$ cat config.mk
export PLATFORM = sky130hd
export DESIGN_NAME = abw_watch
export DESIGN_NICKNAME = d
export VERILOG_FILES = /design/src/core/abw_pkg.sv /design/src/core/abw_watch.sv /design/src/core/abw_match.sv
export SDC_FILE = /design/constraint.sdc
export NUM_CORES = 1
export LEC_CHECK = 0
export ABC_AREA = 1
export BUFFER_PORTS_ARGS = -buffer_cell sky130_fd_sc_hd__buf_4
export CORE_AREA = 5 5 94 96
export CTS_BUF_LIST = sky130_fd_sc_hd__clkbuf_8
export CTS_CLUSTER_DIAMETER = 120
export DETAILED_ROUTE_END_ITERATION = 12
export DIE_AREA = 0 0 99 101
export PLACE_DENSITY = 0.81
export SYNTH_ARGS = -nofsm -noshare
export SYNTH_HDL_FRONTEND = slang
export SYNTH_HIERARCHICAL = 1
export SYNTH_SLANG_ARGS = --single-unit
$ cat constraint.sdc
create_clock -name clk -period 2.2 [get_ports clk]
set_input_delay 0.33 -clock clk [delete_from_list [all_inputs] [get_ports clk]]
set_output_delay 0.33 -clock clk [all_outputs]
set_load 0.05 [all_outputs]
$ cat src/core/abw_pkg.sv
package abw_pkg;
    // ****************************************
    // word layout, bit 0 is the msb of 36
    // ****************************************
    localparam int WORD_W = 36;
    localparam int ADDR_W = 23;
    localparam int SEC_W = 5;
    localparam int BIT_FETCH = 9;
    localparam int BIT_READ = 10;
    localparam int BIT_WRITE = 11;
    localparam int BIT_USER = 12;
    localparam int BIT_ADDR_LO = 13;
    localparam int BIT_INH = 8;
    // ****************************************
    // register map
    // ****************************************
    localparam logic [7:0] OFS_CTRL = 8'h00;
    localparam logic [7:0] OFS_ADDR = 8'h04;
    localparam logic [7:0] OFS_FLAGS = 8'h08;
    localparam logic [7:0] OFS_STAT = 8'h0c;
    localparam logic [7:0] OFS_MASK = 8'h10;
    localparam int CTL_FETCH = 0;
    localparam int CTL_READ = 1;
    localparam int CTL_WRITE = 2;
    localparam int CTL_USER = 3;
    localparam int FLG_INH = 0;
    localparam int FLG_CYC = 1;
    localparam int EV_HIT = 0;
    localparam int EV_SUPP = 1;
    localparam int EV_W = 2;
    localparam logic [3:0] CTRL_RST = 4'h0;
    localparam logic [ADDR_W-1:0] ADDR_RST = 23'h000000;
    localparam logic [EV_W-1:0] MASK_RST = 2'h0;
    // ****************************************
    // bus slave states
    // ****************************************
    typedef enum logic [1:0] {
        ABW_IDLE = 2'b01,
        ABW_ACK = 2'b10
    } abw_bus_t;
    // ****************************************
    // helpers
    // ****************************************
    function automatic int abw_bit(input int n);
        return WORD_W - 1 - n;
    endfunction
endpackage

$ cat src/core/abw_watch.sv
module abw_watch import abw_pkg::*; #(
    parameter int AW = ADDR_W
) (
    // clock and reset
    input wire logic clk,
    input wire logic rst_n,
    // wishbone slave
    input wire logic wb_cyc_i,
    input wire logic wb_stb_i,
    input wire logic wb_we_i,
    input wire logic [7:0] wb_adr_i,
    input wire logic [3:0] wb_sel_i,
    input wire logic [31:0] wb_dat_i,
    output logic [31:0] wb_dat_o,
    output logic wb_ack_o,
    // break setup word
    input wire logic break_setup_data_out,
    input wire logic [WORD_W-1:0] setup_word,
    // virtual reference
    input wire logic ref_valid,
    input wire logic [AW-1:0] virtual_reference_address,
    input wire logic ref_fetch,
    input wire logic ref_read,
    input wire logic ref_write,
    input wire logic ref_user,
    // microcode controls
    input wire logic next_instruction_dispatch,
    input wire logic instruction_abort,
    input wire logic load_processor_flags,
    input wire logic flags_inhibit_bit,
    // memory unit qualifiers
    output logic page_address_condition,
    output logic illegal_entry_qualifier,
    // flag state and trap path enable
    output logic break_inhibit_flag,
    output logic break_suppress_cycle_flag,
    output logic trap_path_enable,
    // interrupt
    output logic irq
);
    // ****************************************
    // declarations
    // ****************************************
    abw_bus_t bus_q;
    logic [3:0] ctrl_q;
    logic [AW-1:0] addr_q;
    logic inh_q;
    logic cyc_q;
    logic pac_q;
    logic [EV_W-1:0] stat_q;
    logic [EV_W-1:0] mask_q;
    logic [31:0] rdat_q;
    logic [31:0] rdat_d;
    logic hit;
    logic fire;
    logic supp;
    logic bus_req;
    logic wr_go;
    logic rd_go;
    logic [EV_W-1:0] ev;
    logic [SEC_W-1:0] sec_unused;

    // ****************************************
    // helpers
    // ****************************************
    function automatic logic [31:0] lane_merge(
        input logic [31:0] old,
        input logic [31:0] nw,
        input logic [3:0] sel
    );
        logic [31:0] r;
        r = old;
        for (int i = 0; i < 4; i++) begin
            if (sel[i]) begin
                r[i*8 +: 8] = nw[i*8 +: 8];
            end
        end
        return r;
    endfunction

    function automatic logic sel_bit(
        input logic [WORD_W-1:0] w,
        input int n
    );
        return w[abw_bit(n)];
    endfunction

    // ****************************************
    // wishbone slave
    // ****************************************
    assign bus_req = wb_cyc_i & wb_stb_i & (bus_q == ABW_IDLE);
    assign wr_go = bus_req & wb_we_i;
    assign rd_go = bus_req & ~wb_we_i;

    always_ff @(posedge clk) begin
        if (!rst_n) begin
            bus_q <= ABW_IDLE;
        end else begin
            case (bus_q)
                ABW_IDLE: begin
                    if (bus_req) begin
                        bus_q <= ABW_ACK;
                    end
                end
                ABW_ACK: begin
                    bus_q <= ABW_IDLE;
                end
                default: begin
                    bus_q <= ABW_IDLE;
                end
            endcase
        end
    end

    assign wb_ack_o = (bus_q == ABW_ACK);

    // read mux, unmapped reads zero
    always_comb begin
        rdat_d = 32'h00000000;
        case (wb_adr_i)
            OFS_CTRL: rdat_d[3:0] = ctrl_q;
            OFS_ADDR: rdat_d[AW-1:0] = addr_q;
            OFS_FLAGS: begin
                rdat_d[FLG_INH] = inh_q;
                rdat_d[FLG_CYC] = cyc_q;
            end
            OFS_STAT: rdat_d[EV_W-1:0] = stat_q;
            OFS_MASK: rdat_d[EV_W-1:0] = mask_q;
            default: rdat_d = 32'h00000000;
        endcase
    end

    always_ff @(posedge clk) begin
        if (!rst_n) begin
            rdat_q <= 32'h00000000;
        end else if (rd_go) begin
            rdat_q <= rdat_d;
        end
    end

    assign wb_dat_o = rdat_q;

    // ****************************************
    // break conditions
    // ****************************************
    always_ff @(posedge clk) begin
        if (!rst_n) begin
            ctrl_q <= CTRL_RST;
            addr_q <= ADDR_RST;
        end else if (break_setup_data_out) begin
            ctrl_q[CTL_FETCH] <= sel_bit(setup_word, BIT_FETCH);
            ctrl_q[CTL_READ] <= sel_bit(setup_word, BIT_READ);
            ctrl_q[CTL_WRITE] <= sel_bit(setup_word, BIT_WRITE);
            ctrl_q[CTL_USER] <= sel_bit(setup_word, BIT_USER);
            addr_q <= setup_word[abw_bit(BIT_ADDR_LO) -: AW];
        end else if (wr_go && wb_adr_i == OFS_CTRL) begin
            ctrl_q <= 4'(lane_merge(32'(ctrl_q), wb_dat_i, wb_sel_i));
        end else if (wr_go && wb_adr_i == OFS_ADDR) begin
            addr_q <= AW'(lane_merge(32'(addr_q), wb_dat_i, wb_sel_i));
        end
    end

    // section number field, top of the address
    assign sec_unused = addr_q[AW-1 -: SEC_W];

    // ****************************************
    // comparator
    // ****************************************
    abw_match #(
        .AW(AW)
    ) u_match (
        .ref_addr(virtual_reference_address),
        .ref_fetch(ref_fetch),
        .ref_read(ref_read),
        .ref_write(ref_write),
        .ref_user(ref_user),
        .brk_addr(addr_q),
        .en_fetch(ctrl_q[CTL_FETCH]),
        .en_read(ctrl_q[CTL_READ]),
        .en_write(ctrl_q[CTL_WRITE]),
        .en_user(ctrl_q[CTL_USER]),
        .hit(hit)
    );

    assign fire = ref_valid & hit & ~inh_q & ~cyc_q;
    assign supp = ref_valid & hit & (inh_q | cyc_q);

    // ****************************************
    // page fault qualifiers
    // ****************************************
    always_ff @(posedge clk) begin
        if (!rst_n) begin
            pac_q <= 1'b0;
        end else begin
            pac_q <= fire;
        end
    end

    // both asserted together from one flop
    assign page_address_condition = pac_q;
    assign illegal_entry_qualifier = pac_q;

    // ****************************************
    // inhibit and suppress flags
    // ****************************************
    assign trap_path_enable = instruction_abort;

    always_ff @(posedge clk) begin
        if (!rst_n) begin
            inh_q <= 1'b0;
            cyc_q <= 1'b0;
        end else if (trap_path_enable) begin
            inh_q <= cyc_q;
            cyc_q <= 1'b0;
        end else if (next_instruction_dispatch) begin
            cyc_q <= inh_q;
            inh_q <= 1'b0;
        end else if (load_processor_flags) begin
            inh_q <= flags_inhibit_bit;
        end
    end

    assign break_inhibit_flag = inh_q;
    assign break_suppress_cycle_flag = cyc_q;

    // ****************************************
    // interrupt status and mask
    // ****************************************
    assign ev[EV_HIT] = fire;
    assign ev[EV_SUPP] = supp;

    // set wins over the read clear
    always_ff @(posedge clk) begin
        if (!rst_n) begin
            stat_q <= '0;
        end else if (rd_go && wb_adr_i == OFS_STAT) begin
            stat_q <= ev;
        end else begin
            stat_q <= stat_q | ev;
        end
    end

    always_ff @(posedge clk) begin
        if (!rst_n) begin
            mask_q <= MASK_RST;
        end else if (wr_go && wb_adr_i == OFS_MASK && wb_sel_i[0]) begin
            mask_q <= wb_dat_i[EV_W-1:0];
        end
    end

    assign irq = |(stat_q & mask_q);
endmodule // abw_watch

$ cat src/core/abw_match.sv
module abw_match import abw_pkg::*; #(
    parameter int AW = ADDR_W
) (
    // reference
    input wire logic [AW-1:0] ref_addr,
    input wire logic ref_fetch,
    input wire logic ref_read,
    input wire logic ref_write,
    input wire logic ref_user,
    // conditions
    input wire logic [AW-1:0] brk_addr,
    input wire logic en_fetch,
    input wire logic en_read,
    input wire logic en_write,
    input wire logic en_user,
    // result
    output logic hit
);
    logic type_ok;
    logic qual_ok;

    // reference type selected independently
    assign type_ok = (en_fetch & ref_fetch) | (en_read & ref_read) | (en_write & ref_write);
    // address, write and user all compare
    assign qual_ok = (ref_write == en_write) & (ref_user == en_user);
    assign hit = type_ok & qual_ok & (ref_addr == brk_addr);
endmodule // abw_match

======== Word-level counts from Yosys, hierarchy flattened ========
Cells that the tools add are included.
word-level totals
  register bits ........................... 59
  word-level logic and storage cells ...... 79
  output and inout port bits .............. 39
cells by class
  bitwise logic cells ..................... 23
  equality and inequality tests ........... 10
  mux-type cells .......................... 16
  reduce and logical (&&, ||, !) cells .... 19
operators with widths
  operator                                       number
  two-way mux 23 bit                             3
  == test 23 bit                                 1
  two-way mux 19 bit                             1
  == test 8 x 4 -> 1 bit, second input constant  2
  two-way mux 8 bit                              2
  AND 1 bit                                      14
  two-way mux 4 bit                              3
  case mux 2 bit (5 select lines)                1
  nonzero test 2 bit                             5
  AND reduction 3 bit                            3
  == test 8 x 3 -> 1 bit, second input constant  1
  == test 8 x 5 -> 1 bit, second input constant  1
  logical NOT 8 bit                              1
  two-way mux 7 bit                              1
  logical AND 1 bit                              5
  NOT 1 bit                                      4
  case mux 2 bit (2 select lines)                1
  AND reduction 2 bit                            2
  OR reduction 2 bit                             2
  two-way mux 1 bit                              3
  OR 1 bit                                       3
  nonzero test 3 bit                             1
  AND 2 bit                                      1
  == test 1 bit                                  2
  5 further kinds                                5

======== Depth between registers and ports, before layout ========
  depth after elaboration ................. 10
  depth in mapped cells ................... 10

======== By module ========
Netlist, hierarchy kept.
by module, submodules not included
  module     cells an instance  times used  area an instance (um2)  seq. area each (um2)
  abw_watch  464                1           3069.2                  1181.1
  abw_match  125                1           509.2                   0.0

======== Least setup slack after synthesis ========
OpenSTA, ideal clock, no wires.
  kind .................................... input-to-reg
  start ................................... input port ref_write
  end ..................................... register stat_q[1]
  path slack .............................. 857 ps
  arrival time ............................ 1251 ps
  cell stages on the path ................. 8
  data required time ...................... 2108 ps
  buffers on the path ..................... 0
  cells stage by stage .................... ha_1 > nor2_1 > nand2_1 > nor2_1 > nand3_1 > nor2_2 > nand2_1 > o32ai_1
between the ends
  cells in the longest elaborated chain, start to end .. 8
  elaborated cells between the ends (all ways) .. 10
  classes of those cells .................. eq/ne: 1; mux: 1; bitwise: 8
ends and longest elaborated chain
  item                                               RTL line                          source
  start, declared                                    abw_watch.sv:24                   input wire logic ref_write,
  AND 1 bit / == test 1 bit (equally long branches)  abw_match.sv:23, abw_match.sv:25
  OR 1 bit / AND 1 bit (equally long branches)       abw_match.sv:23, abw_match.sv:25
  AND 1 bit * (2 in series)                          abw_match.sv:26                   assign hit = type_ok & qual_ok & (ref_addr == brk_addr);
  via hit                                            abw_watch.sv:54                   logic hit;
  AND 1 bit * (2 in series)                          abw_watch.sv:186                  assign supp = ref_valid & hit & (inh_q | cyc_q);
  OR 2 bit                                           abw_watch.sv:239                  stat_q <= stat_q | ev;
  two-way mux 2 bit *                                abw_watch.sv:236                  end else if (rd_go && wb_adr_i == OFS_STAT) begin
  end signal, assigned                               abw_watch.sv:237                  stat_q <= ev;
  end signal, assigned                               abw_watch.sv:239
  end, declared                                      abw_watch.sv:50                   logic [EV_W-1:0] stat_q;
Mark *: on every way through the listed nets, which the timed path passes. The rest lies on a longest branch.
A chain may end at the register's enable or synchronous reset.

======== Final worst setup path ========
  start ................................... register ctrl_q[2]
  end ..................................... register stat_q[1]
between the ends
  cells in the longest elaborated chain, start to end .. 8
  elaborated cells between the ends (all ways) .. 10
  classes of those cells .................. eq/ne: 1; mux: 1; bitwise: 8
ends and longest elaborated chain
  item                                               RTL line                          source
  start, declared                                    abw_watch.sv:45                   logic [3:0] ctrl_q;
  start signal, assigned by index                    abw_watch.sv:151                  ctrl_q[CTL_FETCH] <= sel_bit(setup_word, BIT_FETCH);
  start signal, assigned by index                    abw_watch.sv:152                  ctrl_q[CTL_READ] <= sel_bit(setup_word, BIT_READ);
  start signal, assigned by index                    abw_watch.sv:153                  ctrl_q[CTL_WRITE] <= sel_bit(setup_word, BIT_WRITE);
  AND 1 bit / == test 1 bit (equally long branches)  abw_match.sv:23, abw_match.sv:25
  OR 1 bit / AND 1 bit (equally long branches)       abw_match.sv:23, abw_match.sv:25
  AND 1 bit * (2 in series)                          abw_match.sv:26
  via hit                                            abw_watch.sv:54
  AND 1 bit * (2 in series)                          abw_watch.sv:186
  OR 2 bit                                           abw_watch.sv:239
  two-way mux 2 bit *                                abw_watch.sv:236
Marks and branches as above.

==> results.toml <==
[outcome]
status = "complete, no violations"

[finish]
drive_gt1_frac = 0.236
final_common_cell = "nand2_1"
utilization = 0.595
area_growth_pct = 32.5
n_antenna_cell = 0
fin_cells = 812
final_cell_mix = "205 x nand2_1, 130 x buf_4, 76 x inv_1, 62 x nor2_1, 61 x nand3_1"
nNetsFinal = 821

[power]
peakVddDrop_uv = 274
power_mw = 2.78
power_density_mw_per_mm2 = 586
p_leak_nw = 2.48

[clock_tree]
clkSinkCount = 59
postCtsSetupBuffers = 0
clkLatencyLatePin_ns = 0.35
clockBufferDepth = 2
cts.reportedPaths.clkPinSlew_ns = 0.07
cts-resized-gates = 0
htree_levels = 3
cts_buffers = 9
root_buffer = "clkbuf_8"
ctsHoldBuffers = 0
cts_tree = "built"

[placed_design]
place_congestion = 0.880
dp_cells = 796
pre_cts_slack_ns = 0.401
dpl.hpwl_um = 7840
port-buffer-count = 128

[global_route]
grt_pass1_vias = 3526
antenna_found_initial = 0
grt_overflow = 0
grt_max_degree = 52
grt_first_pass_wirelength_um = 16100
grt_use_total = 0.200

[route]
viasPerCell = 4.80
wl_per_cell_um = 12.4
first_pass_iters = 5
ant_nets = 0
routed_wl_um = 10100
drc = 0
vias = 3901
first_iter_violations = 130

[sta]
tns_ns = 0
setup_viol = 0
fin_crit_ns = 1.56
rsz0062_at_grt = "no"
finalWorstSetupSlack_ns = 0.644
hold_viol_final = 0
fin_skew_ns = 0.00871
finalCritPeriodShare = 0.707
fmax_ghz = 0.643
finalMaxSlewViolations = 0

[worst_setup_path]
crit_fanout = 3
crit_required_ns = 2.45
r2r-start = "ctrl_q[2]$_SDFFE_PN0P_"
crit_chain = "ha_1 -> nor2_1 -> nand2_1 -> nor2_1 -> nand3_1 -> nor2_2 -> nand2_1 -> o32ai_1"
cp-end-kind = "flip-flop"
critPathSlowestCell = "dfxtp_1"
startpoint = "ctrl_q[2]$_SDFFE_PN0P_"
cp.arrival_ns = 1.81
critical_path_class = "reg2reg"
startpoint_type = "flip-flop"
worst_path_largest_cell_delay_ns = 0.33

[floorplan]
rows = 33
die_area_mm2 = 0.0100
chipWidth_um = 99
fp.dieH_um = 101
initial_core_util = 0.449
io_pins = 157
core_area_mm2 = 0.00797

[synth]
synth.area.top_cells = "dfxtp_1 33%, nand2_1 22%, nand3_1 8.5%, inv_1 8.0%, a21oi_1 6.7%"
seq_area_frac_synth = 0.330
syn_area_mm2 = 0.00358
syn_avg_cell_area_um2 = 6.08
yosys_warnings = 6
synth_top_area_share = 0.330
netlist_instances = 589
ys_ff_latch = 59
yosysUniqueCellTypes = 29
yosys.area.top_type = "dfxtp_1"

[min_path]
hold_path_class = "in2reg"
worstHoldStart = "instruction_abort"

[run]
timing.max_cap.violations = 0
## cells by family (layout without fill, tap and decap cells)
kind of cell             Yosys count  after routing  share of synthesized area
other                              1              9                    0.00105
multiplexers                       1              1                    0.00280
adder cells (fa/ha/maj)            1              1                    0.00350
XOR/XNOR                           5              5                     0.0122
AO/OA/AOI/OAI                     58             58                     0.0836
flip-flops                        59             59                      0.330
buffers and inverters            115            225                      0.144
AND/OR/NAND/NOR                  349            349                      0.423
## stage by stage
| stage | instance area, um2 | hold slack, ns |
|---|---|---|
| detailed placement | 4510 | 0.457 |
| global route | 4740 | 0.169 |
| floorplan | 3610 | 0.409 |
| finish | 4740 | 0.163 |
| CTS | 4740 | 0.160 |
| global placement | 4510 | 0.456 |
## area by class of cell
| class | count | area (um2) |
|---|---|---|
| clock buffers | 11 | 151 |
| fillers | 747 | 3230 |
| clock inverters | 5 | 76.3 |
| repair buffers | 131 | 996 |
| multi-input cells | 423 | 1910 |
| inverters | 78 | 293 |
| flip-flops and latches | 59 | 1180 |
| well taps | 105 | 131 |
## where the power goes
| group | total (mW) | switching [mW] | internal [mW] | leakage, nW |
|---|---|---|---|---|
| clock network | 1.12 | 0.430 | 0.693 | 0.117 |
| logic | 0.500 | 0.277 | 0.223 | 1.88 |
| registers | 1.16 | 0.0481 | 1.11 | 0.482 |
| total | 2.78 | 0.755 | 2.02 | 2.48 |
## routing by layer
metal,share of wire,up-vias,track usage
met1,0.42,1716,0.255
met5,0,-,0
met4,0.027,0,0.0893
li1,-,2022,-
met3,0.068,21,0.0381
met2,0.48,142,0.328
## synthesized netlist by cell type (all sizes together)
library cell and number:
buf 28, nand3 69, dfxtp 59, nand2 209
a21oi 48, ha 1, o32ai 1, o21ai 7
nor3 1, xor2 1, conb 1, a22o 1
xnor2 4, nor2 68, nand4 2, mux2i 1
o22ai 1, inv 78, clkbuf 9
## path summary, 6_finish.rpt
| kind | depth (start not counted) | end | slack [ns] |
|---|---|---|---|
| worst min-delay path | 2 | break_suppress_cycle_flag$_SDFFE_PP0P_ | 0.16 |
| worst min register to register | 2 | wb_dat_o[4]$_SDFFE_PN0N_ | 0.46 |
| worst max-delay path | 8 | stat_q[1]$_SDFF_PN0_ | 0.64 |
| worst max register to register | 8 | stat_q[1]$_SDFF_PN0_ | 0.64 |
## state kept, by name (all words and copies together), names as in the netlist
signal,cells
mask_q,2
stat_q,2
bus_q,2
break_suppress_cycle_flag,1
break_inhibit_flag,1
addr_q,23
illegal_entry_qualifier,1
ctrl_q,4
wb_dat_o,23
## worst max-delay path: cells and delay by family (launching register included)
family / cells / cell delay, ns
DFF: 1 / 0.33
and+or+nand+nor: 6 / 0.63
adders and majority gates: 1 / 0.28
AOI/OAI and AO/OA: 1 / 0.23
Note: power is estimated with default switching activity, not from simulation.
